==> src/tmr_pkg.sv <==
package tmr_pkg;

   // Register byte addresses
   localparam logic [7:0] ADDR_CTRL_A = 8'h80;
   localparam logic [7:0] ADDR_CTRL_B = 8'h81;
   localparam logic [7:0] ADDR_CTRL_C = 8'h82;
   localparam logic [7:0] ADDR_FLAGS  = 8'h83;
   localparam logic [7:0] ADDR_CNT_L  = 8'h84;
   localparam logic [7:0] ADDR_CNT_H  = 8'h85;
   localparam logic [7:0] ADDR_CAP_L  = 8'h86;
   localparam logic [7:0] ADDR_CAP_H  = 8'h87;
   localparam logic [7:0] ADDR_CMPA_L = 8'h88;
   localparam logic [7:0] ADDR_CMPA_H = 8'h89;
   localparam logic [7:0] ADDR_CMPB_L = 8'h8A;
   localparam logic [7:0] ADDR_CMPB_H = 8'h8B;

   // Control A fields
   localparam int COMA_MSB = 7;
   localparam int COMA_LSB = 6;
   localparam int COMB_MSB = 5;
   localparam int COMB_LSB = 4;
   localparam int WAVE_LO_MSB = 1;
   // Control B fields
   localparam int NOISE_BIT = 7;
   localparam int EDGE_BIT  = 6;
   localparam int WAVE_HI_MSB = 4;
   localparam int WAVE_HI_LSB = 3;
   localparam int CSEL_MSB  = 2;
   localparam logic [7:0] CTRL_B_MASK = 8'hDF;
   // Control C fields
   localparam int FORCE_A_BIT = 7;
   localparam int FORCE_B_BIT = 6;
   // Flag register fields
   localparam int FLAG_CAP  = 5;
   localparam int FLAG_CMPB = 2;
   localparam int FLAG_CMPA = 1;
   localparam int FLAG_OVF  = 0;

   // Reset values
   localparam logic [7:0]  CTRL_RST = 8'h00;
   localparam logic [15:0] WORD_RST = 16'h0000;

   // Clock select codes
   localparam logic [2:0] CS_STOP = 3'h0;
   localparam logic [2:0] CS_DIV1 = 3'h1;
   localparam logic [2:0] CS_DIV8 = 3'h2;
   localparam logic [2:0] CS_D64  = 3'h3;
   localparam logic [2:0] CS_D256 = 3'h4;
   localparam logic [2:0] CS_D1K  = 3'h5;
   localparam logic [2:0] CS_EXTF = 3'h6;
   localparam logic [2:0] CS_EXTR = 3'h7;
   // Prescaler tap masks
   localparam logic [9:0] MASK_D8   = 10'h007;
   localparam logic [9:0] MASK_D64  = 10'h03F;
   localparam logic [9:0] MASK_D256 = 10'h0FF;
   localparam logic [9:0] MASK_D1K  = 10'h3FF;

   // Top values
   localparam logic [15:0] TOP_MAX = 16'hFFFF;
   localparam logic [15:0] TOP_8B  = 16'h00FF;
   localparam logic [15:0] TOP_9B  = 16'h01FF;
   localparam logic [15:0] TOP_10B = 16'h03FF;

   // Compare output mode codes, non-PWM
   localparam logic [1:0] COM_OFF    = 2'h0;
   localparam logic [1:0] COM_TOGGLE = 2'h1;
   localparam logic [1:0] COM_CLEAR  = 2'h2;
   localparam logic [1:0] COM_SET    = 2'h3;

   // Capture filter depth
   localparam int FILT_LEN = 4;

   // Register bus request
   typedef struct packed {
      logic [7:0] addr;
      logic [7:0] wdata;
      logic       wr;
      logic       rd;
   } tmr_bus_type;

   // Whole state of one timer unit
   typedef struct packed {
      logic [7:0]          ctrlA;
      logic [7:0]          ctrlB;
      logic [15:0]         cnt;
      logic [15:0]         cmpA;
      logic [15:0]         cmpB;
      logic [15:0]         cap;
      logic [7:0]          temp;
      logic [7:0]          rdata;
      logic [3:0]          flags;
      logic [2:0]          capSync;
      logic [2:0]          extSync;
      logic                capStable;
      logic                extStable;
      logic [FILT_LEN-1:0] capHist;
      logic                capFilt;
      logic                capPrev;
      logic                extPrev;
      logic [9:0]          pre;
      logic                block;
      logic                waveA;
      logic                waveB;
   } tmr_state_type;

endpackage : tmr_pkg

==> src/tmr_unit.sv <==
// Contract
// - Filter changes after four equal samples
// - Filter adds four cycles capture delay
// - Edge select: zero falling, one rising
// - Capture copies counter, sets capture flag
// - Capture off when capture sets top
// - Mode bits four three join low bits
// - Clock select: stop, prescales, external edges
// - External pin counts even as output
// - Force only in non-PWM modes
// - Force applies compare action immediately
// - Force sets no flag, no clear
// - Force bits always read zero
// - Sixteen-bit access via high-byte latch
// - One latch shared by all four word registers
// - Counter write blocks next match
// - Compare every timer clock, drive output in non-PWM modes only
// - Capture copies counter to capture register, trigger from pin/comparator
// - Mode selects sequence and top
// - Non-PWM output mode decode
`timescale 1ns/1ps

module tmr_unit (
   // Clock and reset
   input  wire logic              clk,
   input  wire logic              sys_rst,
   // Register bus
   input  wire tmr_pkg::tmr_bus_type bus,
   output wire logic [7:0]        rdata,
   // Pins
   input  wire logic              capturePin,
   input  wire logic              extCountPin,
   input  wire logic              compOut,
   input  wire logic              capFromComp,
   // Waveform outputs
   output wire logic              waveOutA,
   output wire logic              waveEnA,
   output wire logic              waveOutB,
   output wire logic              waveEnB,
   // Event flags
   output wire logic [3:0]        eventFlags
);

   tmr_pkg::tmr_state_type st_r;     // Registered state
   tmr_pkg::tmr_state_type st_nxt;   // Next state

   logic [3:0]  waveMode;            // Full waveform mode
   logic [2:0]  clkSel;              // Clock select field
   logic [1:0]  comA;                // Output mode, channel A
   logic [1:0]  comB;                // Output mode, channel B
   logic        nonPwm;              // Normal or clear-on-match
   logic        capIsTop;            // Capture register sets top
   logic        ctcA;                // Clear-on-match, top from A
   logic [15:0] top;                 // Current top value
   logic        tick;                // Timer clock enable
   logic        capLevel;            // Selected capture level
   logic        capEdge;             // Capture trigger
   logic        matchA;              // Compare match A on tick
   logic        matchB;              // Compare match B on tick
   logic        wrCnt;               // Counter low byte write
   logic        forceA;              // Forced strobe A
   logic        forceB;              // Forced strobe B
   logic [3:0]  flagSet;             // Hardware flag sets
   logic [3:0]  flagClr;             // Software flag clears

   // Apply the compare output action to a waveform bit
   function automatic logic waveAct(input logic [1:0] com,
                                    input logic       cur);
      logic res;
      res = cur;
      unique case (com)
         tmr_pkg::COM_OFF:    res = cur;
         tmr_pkg::COM_TOGGLE: res = ~cur;
         tmr_pkg::COM_CLEAR:  res = 1'b0;
         tmr_pkg::COM_SET:    res = 1'b1;
      endcase
      return res;
   endfunction : waveAct

   // Field decode of the control registers
   always_comb begin
      waveMode = {st_r.ctrlB[tmr_pkg::WAVE_HI_MSB:
                             tmr_pkg::WAVE_HI_LSB],
                  st_r.ctrlA[tmr_pkg::WAVE_LO_MSB:0]};
      clkSel = st_r.ctrlB[tmr_pkg::CSEL_MSB:0];
      comA   = st_r.ctrlA[tmr_pkg::COMA_MSB:tmr_pkg::COMA_LSB];
      comB   = st_r.ctrlA[tmr_pkg::COMB_MSB:tmr_pkg::COMB_LSB];
   end

   // Top source and mode class per waveform mode
   always_comb begin
      nonPwm   = 1'b0;
      capIsTop = 1'b0;
      ctcA     = 1'b0;
      top      = tmr_pkg::TOP_MAX;
      unique case (waveMode)
         4'h0: begin
            nonPwm = 1'b1;
         end
         4'h1, 4'h5: top = tmr_pkg::TOP_8B;
         4'h2, 4'h6: top = tmr_pkg::TOP_9B;
         4'h3, 4'h7: top = tmr_pkg::TOP_10B;
         4'h4: begin
            nonPwm = 1'b1;
            ctcA   = 1'b1;
            top    = st_r.cmpA;
         end
         4'h9, 4'hB, 4'hF: top = st_r.cmpA;
         4'hC: begin
            nonPwm   = 1'b1;
            capIsTop = 1'b1;
            top      = st_r.cap;
         end
         4'h8, 4'hA, 4'hE: begin
            capIsTop = 1'b1;
            top      = st_r.cap;
         end
         // Reserved code behaves as free running
         4'hD: top = tmr_pkg::TOP_MAX;
      endcase
   end

   // Timer clock enable from prescaler or external pin
   always_comb begin
      unique case (clkSel)
         tmr_pkg::CS_STOP: tick = 1'b0;
         tmr_pkg::CS_DIV1: tick = 1'b1;
         tmr_pkg::CS_DIV8:
            tick = &(st_r.pre | ~tmr_pkg::MASK_D8);
         tmr_pkg::CS_D64:
            tick = &(st_r.pre | ~tmr_pkg::MASK_D64);
         tmr_pkg::CS_D256:
            tick = &(st_r.pre | ~tmr_pkg::MASK_D256);
         tmr_pkg::CS_D1K:
            tick = &(st_r.pre | ~tmr_pkg::MASK_D1K);
         // Pin is sampled whatever its port direction
         tmr_pkg::CS_EXTF:
            tick = st_r.extPrev & ~st_r.extStable;
         tmr_pkg::CS_EXTR:
            tick = ~st_r.extPrev & st_r.extStable;
      endcase
   end

   // Capture source and edge detect
   always_comb begin
      // Filtered path lags the direct path by the window
      if (st_r.ctrlB[tmr_pkg::NOISE_BIT]) begin
         capLevel = st_r.capFilt;
      end else begin
         capLevel = st_r.capStable;
      end
      if (capFromComp) begin
         capLevel = compOut;
      end
      if (st_r.ctrlB[tmr_pkg::EDGE_BIT]) begin
         capEdge = capLevel & ~st_r.capPrev;
      end else begin
         capEdge = ~capLevel & st_r.capPrev;
      end
      // Capture pin is cut off while it sets top
      if (capIsTop) begin
         capEdge = 1'b0;
      end
   end

   // Compare and bus strobes
   always_comb begin
      // A counter write masks the following match
      matchA = tick && !st_r.block &&
               (st_r.cnt == st_r.cmpA);
      matchB = tick && !st_r.block &&
               (st_r.cnt == st_r.cmpB);
      wrCnt  = bus.wr && (bus.addr == tmr_pkg::ADDR_CNT_L);
      forceA = bus.wr && (bus.addr == tmr_pkg::ADDR_CTRL_C) &&
               bus.wdata[tmr_pkg::FORCE_A_BIT] && nonPwm;
      forceB = bus.wr && (bus.addr == tmr_pkg::ADDR_CTRL_C) &&
               bus.wdata[tmr_pkg::FORCE_B_BIT] && nonPwm;
   end

   // Flag set and clear terms
   always_comb begin
      // Same bit order as the clear vector below
      flagSet = {capEdge, matchB, matchA,
                 tick && !wrCnt && (st_r.cnt == top)};
      flagClr = 4'h0;
      if (bus.wr && (bus.addr == tmr_pkg::ADDR_FLAGS)) begin
         flagClr = {bus.wdata[tmr_pkg::FLAG_CAP],
                    bus.wdata[tmr_pkg::FLAG_CMPB],
                    bus.wdata[tmr_pkg::FLAG_CMPA],
                    bus.wdata[tmr_pkg::FLAG_OVF]};
      end
   end

   // Next state
   always_comb begin
      st_nxt = st_r;

      // Pin synchronisers, first stage feeds second only
      st_nxt.capSync = {st_r.capSync[1:0], capturePin};
      st_nxt.extSync = {st_r.extSync[1:0], extCountPin};
      if (st_r.capSync[1] == st_r.capSync[2]) begin
         st_nxt.capStable = st_r.capSync[2];
      end
      if (st_r.extSync[1] == st_r.extSync[2]) begin
         st_nxt.extStable = st_r.extSync[2];
      end
      st_nxt.extPrev = st_r.extStable;
      st_nxt.capPrev = capLevel;

      // Noise filter: output follows four equal samples
      st_nxt.capHist = {st_r.capHist[tmr_pkg::FILT_LEN-2:0],
                        st_r.capSync[2]};
      if (&st_r.capHist) begin
         st_nxt.capFilt = 1'b1;
      end else if (~|st_r.capHist) begin
         st_nxt.capFilt = 1'b0;
      end

      // Free running prescaler
      st_nxt.pre = st_r.pre + 10'h001;

      // Counter sequence and match blocking
      if (tick) begin
         st_nxt.block = 1'b0;
         if (st_r.cnt == top) begin
            st_nxt.cnt = tmr_pkg::WORD_RST;
         end else begin
            st_nxt.cnt = st_r.cnt + 16'h0001;
         end
      end

      // Compare actions on the waveform outputs
      if (matchA && nonPwm) begin
         st_nxt.waveA = waveAct(comA, st_r.waveA);
      end
      if (matchB && nonPwm) begin
         st_nxt.waveB = waveAct(comB, st_r.waveB);
      end
      // Forced strobe: output only, counter untouched
      if (forceA) begin
         st_nxt.waveA = waveAct(comA, st_r.waveA);
      end
      if (forceB) begin
         st_nxt.waveB = waveAct(comB, st_r.waveB);
      end
      // Match on top in clear-on-match mode A also clears via match
      if (ctcA && matchA) begin
         st_nxt.cnt = tmr_pkg::WORD_RST;
      end

      // Event flags, a set beats a clear
      st_nxt.flags = (st_r.flags & ~flagClr) | flagSet;

      // Read data stands one cycle only
      st_nxt.rdata = 8'h00;

      // Register writes
      if (bus.wr) begin
         unique case (bus.addr)
            tmr_pkg::ADDR_CTRL_A: st_nxt.ctrlA = bus.wdata;
            tmr_pkg::ADDR_CTRL_B:
               st_nxt.ctrlB = bus.wdata &
                              tmr_pkg::CTRL_B_MASK;
            // High bytes go to the shared latch
            tmr_pkg::ADDR_CNT_H, tmr_pkg::ADDR_CAP_H,
            tmr_pkg::ADDR_CMPA_H, tmr_pkg::ADDR_CMPB_H:
               st_nxt.temp = bus.wdata;
            // Low byte commits the whole word
            tmr_pkg::ADDR_CNT_L: begin
               st_nxt.cnt   = {st_r.temp, bus.wdata};
               st_nxt.block = 1'b1;
            end
            tmr_pkg::ADDR_CAP_L:
               st_nxt.cap  = {st_r.temp, bus.wdata};
            tmr_pkg::ADDR_CMPA_L:
               st_nxt.cmpA = {st_r.temp, bus.wdata};
            tmr_pkg::ADDR_CMPB_L:
               st_nxt.cmpB = {st_r.temp, bus.wdata};
            // Strobe-only, flag and unmapped writes store nothing
            default: st_nxt.rdata = 8'h00;
         endcase
      end

      // A capture beats a software write of the same word
      if (capEdge) begin
         st_nxt.cap = st_r.cnt;
      end

      // Register reads
      if (bus.rd) begin
         unique case (bus.addr)
            tmr_pkg::ADDR_CTRL_A: st_nxt.rdata = st_r.ctrlA;
            tmr_pkg::ADDR_CTRL_B: st_nxt.rdata = st_r.ctrlB;
            // Force bits are strobes
            tmr_pkg::ADDR_CTRL_C: st_nxt.rdata = 8'h00;
            tmr_pkg::ADDR_FLAGS:
               st_nxt.rdata = {2'h0, st_r.flags[3], 2'h0,
                               st_r.flags[2:0]};
            // Low byte read latches the matching high byte
            tmr_pkg::ADDR_CNT_L: begin
               st_nxt.rdata = st_r.cnt[7:0];
               st_nxt.temp  = st_r.cnt[15:8];
            end
            tmr_pkg::ADDR_CAP_L: begin
               st_nxt.rdata = st_r.cap[7:0];
               st_nxt.temp  = st_r.cap[15:8];
            end
            tmr_pkg::ADDR_CMPA_L: begin
               st_nxt.rdata = st_r.cmpA[7:0];
               st_nxt.temp  = st_r.cmpA[15:8];
            end
            tmr_pkg::ADDR_CMPB_L: begin
               st_nxt.rdata = st_r.cmpB[7:0];
               st_nxt.temp  = st_r.cmpB[15:8];
            end
            // High byte reads return the shared latch
            tmr_pkg::ADDR_CNT_H, tmr_pkg::ADDR_CAP_H,
            tmr_pkg::ADDR_CMPA_H, tmr_pkg::ADDR_CMPB_H:
               st_nxt.rdata = st_r.temp;
            default: st_nxt.rdata = 8'h00;
         endcase
      end
   end

   // State register
   always_ff @(posedge clk or posedge sys_rst) begin
      if (sys_rst) begin
         st_r <= '0;
      end else begin
         st_r <= st_nxt;
      end
   end

   // Outputs from the state register
   assign rdata      = st_r.rdata;
   assign waveOutA   = st_r.waveA;
   assign waveOutB   = st_r.waveB;
   assign waveEnA    = (comA != tmr_pkg::COM_OFF);
   assign waveEnB    = (comB != tmr_pkg::COM_OFF);
   assign eventFlags = st_r.flags;

endmodule : tmr_unit

==> config.mk <==
export PLATFORM = sky130hd
export DESIGN_NAME = tmr_unit
export DESIGN_NICKNAME = d
export VERILOG_FILES = /design/src/tmr_pkg.sv /design/src/tmr_unit.sv
export SDC_FILE = /design/constraint.sdc
export NUM_CORES = 1
export LEC_CHECK = 0
export BUFFER_PORTS_ARGS = -buffer_cell sky130_fd_sc_hd__buf_2
export CAP_MARGIN = 0
export CORE_AREA = 5 5 140 142
export DETAILED_ROUTE_END_ITERATION = 8
export DIE_AREA = 0 0 145 147
export SKIP_LAST_GASP = 1
export SYNTH_ARGS = -nofsm -noshare
export SYNTH_HDL_FRONTEND = slang
export SYNTH_SLANG_ARGS = --single-unit
==> constraint.sdc <==
create_clock -name clk -period 5.1 [get_ports clk]
set_input_delay 1.02 -clock clk [delete_from_list [all_inputs] [get_ports clk]]
set_output_delay 1.02 -clock clk [all_outputs]
set_load 0.02 [all_outputs]
==> results of run 1 <==
## worst register-to-register path, cell delays in order (launching register included)
cell and delay [ns]:
dfrtp_1 0.69, nor2b_1 0.95, mux2_2 0.46, or4_1 0.47, o21ai_0 0.09, o311ai_1 0.17, nor4_4 1.10, a211oi_1 0.10
## how the worst min path moves through the flow
stage	start	endpoint	cells after the start	slack, ns
5_1_grt	st_nxt[23]$_DFF_PP0_	st_nxt[24]$_DFF_PP0_	0	0.36
3_3_place_gp	st_nxt[23]$_DFF_PP0_	st_nxt[24]$_DFF_PP0_	0	0.34
6_report	st_nxt[23]$_DFF_PP0_	st_nxt[24]$_DFF_PP0_	0	0.35
2_1_floorplan	st_nxt[23]$_DFF_PP0_	st_nxt[24]$_DFF_PP0_	0	0.33
3_5_place_dp	st_nxt[23]$_DFF_PP0_	st_nxt[24]$_DFF_PP0_	0	0.33
4_1_cts	st_nxt[23]$_DFF_PP0_	st_nxt[24]$_DFF_PP0_	0	0.35
## final cells by class
class	count	area, sq um
clock inverters	14	195
inverters	10	40.0
repair buffers	45	240
clock buffers	18	429
well taps	234	293
flip-flops and latches	127	3180
multi-input cells	486	3640
fillers	1747	10300
## flip-flops by register name (all words and copies together) (netlist names)
signal / flops
eventFlags: 4
comA: 2
clkSel: 3
rdata: 8
waveOutB: 1
waveOutA: 1
comB: 2
st_nxt: 9
st_r: 97
## cells in the final DEF (no fill, tap or decap), types with 5 or more instances in the layout
cell type	netlist	routed
dfrtp_1	127	127
mux2_2	59	59
nand2_1	55	55
xor2_1	45	45
buf_2	6	39
nor2_1	29	29
mux2i_1	29	29
o21ai_0	25	25
a21oi_1	23	22
nand3_1	21	21
xnor2_1	18	18
clkbuf_16	0	17
a222oi_1	16	16
nor4_1	15	15
a31oi_1	11	11
a21o_1	11	11
a211oi_1	10	10
and3_1	10	10
a211oi_2	10	10
a22oi_1	10	10
inv_1	10	9
nor3_1	8	8
nor2b_1	7	7
nand4_1	7	7
buf_4	12	6
inv_6	0	5
## power by group through the flow
stage | sequential [mW] | combinational (mW) | clock [mW]
global placement | 1.51 | 0.624 | 0
finish | 1.52 | 0.657 | 1.31
global route | 1.53 | 0.714 | 1.37
CTS | 1.50 | 0.648 | 1.32
detailed placement | 1.52 | 0.642 | 0
floorplan | 1.24 | 0.665 | 0
## through the flow
stage / worst slack, ns / utilization (%) / total power, mW
2_1_floorplan: 0.696 / - / 1.91
3_3_place_gp: 1.19 / 40.3 / 2.13
3_5_place_dp: 0.958 / 40.3 / 2.16
4_1_cts: 0.937 / 43.7 / 3.47
5_1_grt: 0.637 / 43.7 / 3.61
6_report: 0.872 / 43.7 / 3.48
## cell families (layout without fill, tap and decap cells)
logic type,count (synthesis),after routing
AOI/OAI and AO/OA,139,139
buffers and inverters,68,87
and+or+nand+nor,190,190
muxes,89,89
DFF,127,127
xor gates and xnor gates,63,63
adders and majority gates,5,5
## per-layer routing
metal	up-vias	routed length, um	GRT usage [%]
met5	-	0	0
met4	0	739	7.49
met3	55	1670	5.09
met2	298	10400	32.0
met1	2880	9070	27.0
li1	2512	-	-
==> results by group, run 1 <==
Floorplanning
  – Die area: 21300 sq um
  – Boundary Pins: 40
  – Die Wd: 145 um
  – Placement row count: 50
  – Die H: 147 um
  – Starting density of the core: 38.9%
  – Core area: 18300 sq um

Power
  – Power per cell area: 434 nW/um^2
  – Int Pwr: 2.25 mW
  – Seq pwr share: 43.6%
  – Leakage power: 3.67 nW
  – Psw: 1.23 mW
  – Worst IR Drop VDD: 0.000249 V
  – Clock power frac: 37.5%
  – Comb pwr share: 18.9%
  – Switching Share: 35.3%

Synthesis
  – Top-count cell post-synth: dfrtp_1
  – Adder-cell share of the synthesized area: 0.806%
  – EDFF count, synth: 0
  – Proportion of netlist area held by the largest area contributor: 44.5%
  – Synth warn: 0
  – Mux cell area share after synthesis: 13.6%
  – Post-synthesis cell area: 7140 sq um
  – Net Count, Synth: 708
  – Synth Area in XOR/XNOR: 7.73%
  – Top post-synthesis cells by count: 127 x dfrtp_1, 59 x mux2_2, 55 x nand2_1
  – Dominant combinational cell family by area after synthesis: compound AO/OA/AOI/OAI gates
  – Cell taking the most area after synthesis: dfrtp_1
  – Flops & latches, synth: 127
  – Gate count after technology mapping: 681
  – Mean Syn Cell Area: 10.5 sq um
  – Post-synth ARST share: 100%
  – Seq/Total Area, Yosys: 44.5%
  – Top FF cell, synth: dfrtp_1
  – Synth Area in Compound Gates: 14.4%
  – Post-Synth Simple-Gate Area: 14.4%
  – Top cells by area, synth: dfrtp_1 45%, mux2_2 9.3%, xor2_1 5.5%, mux2i_1 4.1%, nand2_1 2.9%
  – Count of cell types in the netlist: 66

STA
  – Setup TNS: 0 ns
  – Final hold vios: 0
  – Worst hold slack: 0.348 ns
  – Relative slew slack: 16.1%
  – Max Fclk: 237 MHz
  – Final period utilization: 82.9%
  – Layout Skew: 0.00754 ns
  – Slew Limit Fails: 0
  – Tmin final: 4.23 ns
  – # setup viols final: 0
  – RSZ-0062 raised after global routing: false
  – Tightest Pin Transition: 1.25 ns

Placement
  – Port Buffers: 39
  – DP Wirelength: 15.3 mm
  – Placed Area: 7390 sq um
  – Cells after DPL: 902
  – Final Wtd Congestion: 1.01

Clocking
  – CTS resizes: 0
  – Reg clk slew, reported paths: 0.06 ns
  – Max Root-Sink Buffers: 2
  – Clock buffer count from CTS: 17
  – Cts hold-fix bufs: 0
  – Htree depth: 4
  – Clk Latency, worst-skew pair: 0.43 ns
  – CTS tree: built
  – # Post-CTS Setup Buffers: 0
  – Clock root buffer: clkbuf_16
  – Clock Sinks: 127

Critical path
  – Crit Reg-Reg Startpoint: st_r[116]$_DFFE_PP0P_
  – CP startpoint: st_r[116]$_DFFE_PP0P_
  – Critical path's largest stage delay: 1.10 ns
  – CP startpoint kind: flop
  – Setup CP Type: reg -> reg
  – Crit Path Max Fanout: 20
  – Crit path max-delay cell type: nor4_4
  – CP top delay family: simple AND/OR/NAND/NOR gates
  – Buffer and inverter count on the worst path: 0
  – Critical Path End: st_r[96]$_DFF_PP0_
  – Crit path depth: 7
  – Worst-path cell chain: nor2b_1 -> mux2_2 -> or4_1 -> o21ai_0 -> o311ai_1 -> nor4_4 -> a211oi_1
  – Crit path capture type: flop
  – Worst flop-to-flop path endpoint: st_r[96]$_DFF_PP0_
  – R2R Setup Slk: 0.87 ns
  – R2R depth: 7
  – CP required: 5.34 ns
  – Arr. time, crit path: 4.47 ns

Job
  – Max-cap violation count: 0

GRT
  – Grt ovf: 0
  – Largest net degree at the start of global routing: 49
  – Gr usage total: 20.3%
  – Initial antenna violation count: 0
  – First-pass GRT wire length: 34.0 mm
  – Vias in the first global route: 5641

Route
  – Router iterations before antenna repair: 7
  – Via count: 5745
  – DR iter-0 viols: 769
  – Routed wire length: 21.8 mm
  – DRC: 0
  – Routed length per placed instance: 23.4 um
  – Final ANT Viol Nets: 0
  – Via/cell ratio: 6.15

Finish
  – Share of layout cells above drive strength 1: 23.1%
  – # diodes: 0
  – Design area: 8020 sq um
  – Final #Nets: 714
  – Finished Layout Cells: 934
  – Synth-to-layout area growth: 12.3%

Run status
  – Run status: completed

Worst hold path
  – HP Class: reg -> reg
No activity file was read; power rests on OpenSTA's default activity.
==> run 2: changes to the inputs <==
--- a/config.mk
+++ b/config.mk
@@ -5,11 +5,12 @@
 export SDC_FILE = /design/constraint.sdc
 export NUM_CORES = 1
 export LEC_CHECK = 0
+export ABC_AREA = 1
 export BUFFER_PORTS_ARGS = -buffer_cell sky130_fd_sc_hd__buf_2
 export CAP_MARGIN = 0
-export CORE_AREA = 5 5 140 142
+export CORE_AREA = 5 5 141 143
 export DETAILED_ROUTE_END_ITERATION = 8
-export DIE_AREA = 0 0 145 147
+export DIE_AREA = 0 0 146 148
 export SKIP_LAST_GASP = 1
 export SYNTH_ARGS = -nofsm -noshare
 export SYNTH_HDL_FRONTEND = slang
==> constraint.sdc (replaced) <==
create_clock -name clk -period 4.4 [get_ports clk]
set_input_delay 0.88 -clock clk [delete_from_list [all_inputs] [get_ports clk]]
set_output_delay 0.88 -clock clk [all_outputs]
set_load 0.02 [all_outputs]
==> run 2 against run 1 <==
  * Worst setup slack better by 0.55 ns
  * Sequential power is 8% lower
  * Highest routed layer unchanged
  * Cell area grew 1.3%
  * Clock power increased by 4%
  * Critical path depth rose by 4
  * Final cell count grew 34%
  * Hold slack better by 0.0084 ns
  * Wire length increased by 6.1%
  * Count of clock-buffer cells in the layout did not move
  * Critical endpoint is now st_r[110]$_DFF_PP0_
==> results by group, run 2 <==
GRT
  – Vias in the first global route: 6515 (was 5641)
  – Gr usage total: 22.0% (was 20.3%)
  – Initial antenna violation count: 0 (unchanged)
  – First-pass GRT wire length: 36.9 mm (was 34.0 mm)
  – Grt ovf: 0 (unchanged)
  – Largest net degree at the start of global routing: 72 (was 49)

Clocking
  – CTS resizes: 0 (unchanged)
  – Reg clk slew, reported paths: 0.06 ns (about the same)
  – CTS tree: built (unchanged)
  – Htree depth: 4 (unchanged)
  – Clock buffer count from CTS: 17 (unchanged)
  – # Post-CTS Setup Buffers: 0 (unchanged)
  – Cts hold-fix bufs: 0 (unchanged)
  – Clock root buffer: clkbuf_16 (unchanged)
  – Clock Sinks: 127 (unchanged)
  – Clk Latency, worst-skew pair: 0.43 ns (about the same)
  – Max Root-Sink Buffers: 2 (unchanged)

STA
  – Relative slew slack: 23.8% (was 16.1%)
  – # setup viols final: 0 (unchanged)
  – Max Fclk: 336 MHz
  – Final hold vios: 0 (unchanged)
  – Final period utilization: 67.6%
  – Slew Limit Fails: 0 (unchanged)
  – Worst hold slack: 0.356 ns (was 0.348 ns)
  – Layout Skew: 0.0152 ns (was 0.00754 ns)
  – Tightest Pin Transition: 1.14 ns (was 1.25 ns)
  – RSZ-0062 raised after global routing: false (unchanged)
  – Setup TNS: 0 ns (unchanged)
  – Tmin final: 2.98 ns

Critical path
  – Arr. time, crit path: 3.29 ns (was 4.47 ns)
  – Worst-path cell chain: buf_2 -> nor4_2 -> buf_4 -> nand2_1 -> buf_4 -> nor2_1 -> inv_1 -> o21ai_1 -> nor2_1 -> nand2_1 -> nand2_1 (was nor2b_1 -> mux2_2 -> or4_1 -> o21ai_0 -> o311ai_1 -> nor4_4 -> a211oi_1)
  – Crit path max-delay cell type: nor2_1 (was nor4_4)
  – CP startpoint kind: input pin (was flop)
  – Crit path capture type: flop (unchanged)
  – Critical path's largest stage delay: 0.57 ns (was 1.10 ns)
  – Most frequent CP cell: nand2_1
  – Crit Path Max Fanout: 17 (was 20)
  – CP required: 4.71 ns (was 5.34 ns)
  – Setup CP Type: in -> reg (was reg -> reg)

Route
  – DR iter-0 viols: 859 (was 769)
  – Via/cell ratio: 5.49 (was 6.15)
  – Via count: 6865 (was 5745)
  – DRC: 0 (unchanged)
  – Routed length per placed instance: 18.5 um (was 23.4 um)
  – Routed wire length: 23.2 mm (was 21.8 mm)
  – Final ANT Viol Nets: 0 (unchanged)
  – Router iterations before antenna repair: 6 (was 7)

Synthesis
  – Top cells by area, synth: dfrtp_1 44%, nand2_1 15%, o21ai_0 6.5%, inv_1 6.5%, nand3_1 4.1% (was dfrtp_1 45%, mux2_2 9.3%, xor2_1 5.5%, mux2i_1 4.1%, nand2_1 2.9%)
  – Proportion of netlist area held by the largest area contributor: 43.8% (was 44.5%)
  – Net Count, Synth: 1009 (was 708)
  – Count of cell types in the netlist: 38 (was 66)
  – Cell taking the most area after synthesis: dfrtp_1 (unchanged)
  – Gate count after technology mapping: 982 (was 681)
  – Flops & latches, synth: 127 (unchanged)
  – Synth warn: 0 (unchanged)
  – Post-synthesis cell area: 7250 sq um (was 7140 sq um)
  – Top post-synthesis cells by count: 281 x nand2_1, 127 x dfrtp_1, 125 x inv_1 (was 127 x dfrtp_1, 59 x mux2_2, 55 x nand2_1)
  – Top FF cell, synth: dfrtp_1 (unchanged)
  – Top-count cell post-synth: nand2_1 (was dfrtp_1)
  – EDFF count, synth: 0 (unchanged)
  – Post-synth ARST share: 100% (unchanged)
  – Seq/Total Area, Yosys: 43.8% (was 44.5%)
  – Mean Syn Cell Area: 7.39 sq um (was 10.5 sq um)

Job
  – Max-cap violation count: 0 (unchanged)

Power
  – Leakage power: 3.78 nW (was 3.67 nW)
  – Psw: 1.06 mW (was 1.23 mW)
  – Power per cell area: 406 nW/um^2 (was 434 nW/um^2)
  – Clock power frac: 41.2% (was 37.5%)
  – Worst IR Drop VDD: 0.000287 V (was 0.000249 V)
  – Int Pwr: 2.24 mW (was 2.25 mW)
  – Comb pwr share: 16.2% (was 18.9%)
  – Total power: 3.30 mW (was 3.48 mW)
  – Seq pwr share: 42.5% (was 43.6%)
  – Switching Share: 32.0% (was 35.3%)

Floorplanning
  – Placement row count: 50 (unchanged)
  – Die area: 21600 sq um (was 21300 sq um)
  – Starting density of the core: 39.3% (was 38.9%)
  – Die Wd: 146 um (was 145 um)
  – Core area: 18500 sq um (was 18300 sq um)
  – Boundary Pins: 40 (unchanged)
  – Die H: 148 um (was 147 um)

Worst hold path
  – HP Class: reg -> reg (unchanged)

Placement
  – Final Wtd Congestion: 0.988 (was 1.01)
  – Cells after DPL: 1219 (was 902)
  – Port Buffers: 39 (unchanged)
  – DP Wirelength: 17.3 mm (was 15.3 mm)

Finish
  – Commonest non-fill, non-tap cell in the layout: nand2_1 (was dfrtp_1)
  – Finished Layout Cells: 1251 (was 934)
  – Share of layout cells above drive strength 1: 9.64% (was 23.1%)
  – Final #Nets: 1031 (was 714)
  – # diodes: 0 (unchanged)
  – Synth-to-layout area growth: 12.0% (was 12.3%)
  – Max FFs per register: 97 (unchanged)
  – Util after Layout: 44.0% (was 43.7%)
  – Largest register by flop count: st_r (unchanged)
  – Most frequent cells in the layout: 281 x nand2_1, 127 x dfrtp_1, 124 x inv_1 (was 127 x dfrtp_1, 59 x mux2_2, 55 x nand2_1)

Run status
  – Run status: completed (unchanged)
[run 2: cell count changes in the layout (fill, tap and decap cells not counted), moves of 29 or more]
cell     previous run  this run
nand2_1            55       281
inv_1               9       124
o21ai_0            25        94
mux2_2             59         0
nor2_1             29        73
o22ai_1             1        44
nand3_1            21        60
nand4_1             7        39
xor2_1             45        14
mux2i_1            29         0
[run 2: layout make-up]
type | instances | area, sq um
clock buffers | 18 | 439
well taps | 234 | 293
repair buffers | 45 | 240
fillers | 1858 | 10300
flip-flops and latches | 127 | 3180
clock inverters | 14 | 131
multi-input cells | 685 | 3360
inverters | 128 | 485
[run 2: per-stage QoR]
stage               setup slack (ns)  area (sq um)
floorplan                      0.136          7250
global placement                1.07          7550
CTS                             1.47          8120
detailed placement              1.02          7550
global route                    1.18          8120
finish                          1.42          8120
[run 2: path summary, 6_finish.rpt]
path	depth (start not counted)	to	slack [ns]	start
max	11	st_r[110]$_DFF_PP0_	1.42	bus[15]
min	0	st_nxt[24]$_DFF_PP0_	0.36	st_nxt[23]$_DFF_PP0_
max reg2reg	11	st_r[111]$_DFF_PP0_	1.74	st_r[3]$_DFF_PP0_
min reg2reg	0	st_nxt[24]$_DFF_PP0_	0.36	st_nxt[23]$_DFF_PP0_
max in group asynchronous	3	st_r[10]$_DFF_PP0_	2.96	sys_rst
min in group asynchronous	2	st_r[101]$_DFF_PP0_	0.57	sys_rst
[run 2: power groups by stage]
stage | Clock, mW | Combinational (mW) | Sequential (mW)
final | 1.36 | 0.534 | 1.40
after detailed placement | 0 | 0.525 | 1.41
after global routing | 1.43 | 0.603 | 1.41
after floorplan | 0 | 0.381 | 1.36
after global placement | 0 | 0.522 | 1.42
after CTS | 1.38 | 0.528 | 1.39
[run 2: layer usage]
metal,up-vias,share of wire [%],GRT usage (%),wire length [um]
li1,3284,-,-,-
met1,3166,45,31.9,10400
met2,352,41,31.4,9610
met3,63,9.8,5.03,2270
met4,0,3.9,9.64,894
met5,-,0,0,0
[run 2: kinds of logic after synthesis]
| logic type | after synthesis | synth area share, % |
|---|---|---|
| buffers and inverters | 170 | 9.92 |
| DFF | 127 | 43.8 |
| xor gates and xnor gates | 20 | 2.42 |
| and+or+nand+nor | 484 | 29.1 |
| AOI/OAI and AO/OA | 176 | 14.0 |
| adders and majority gates | 5 | 0.794 |
[run 2: critical path: cells and delay by family]
kind,cells,cell delay [ns]
AND/OR/NAND/NOR,6,1.13
AO/OA/AOI/OAI,1,0.27
buffers and inverters,4,1.00
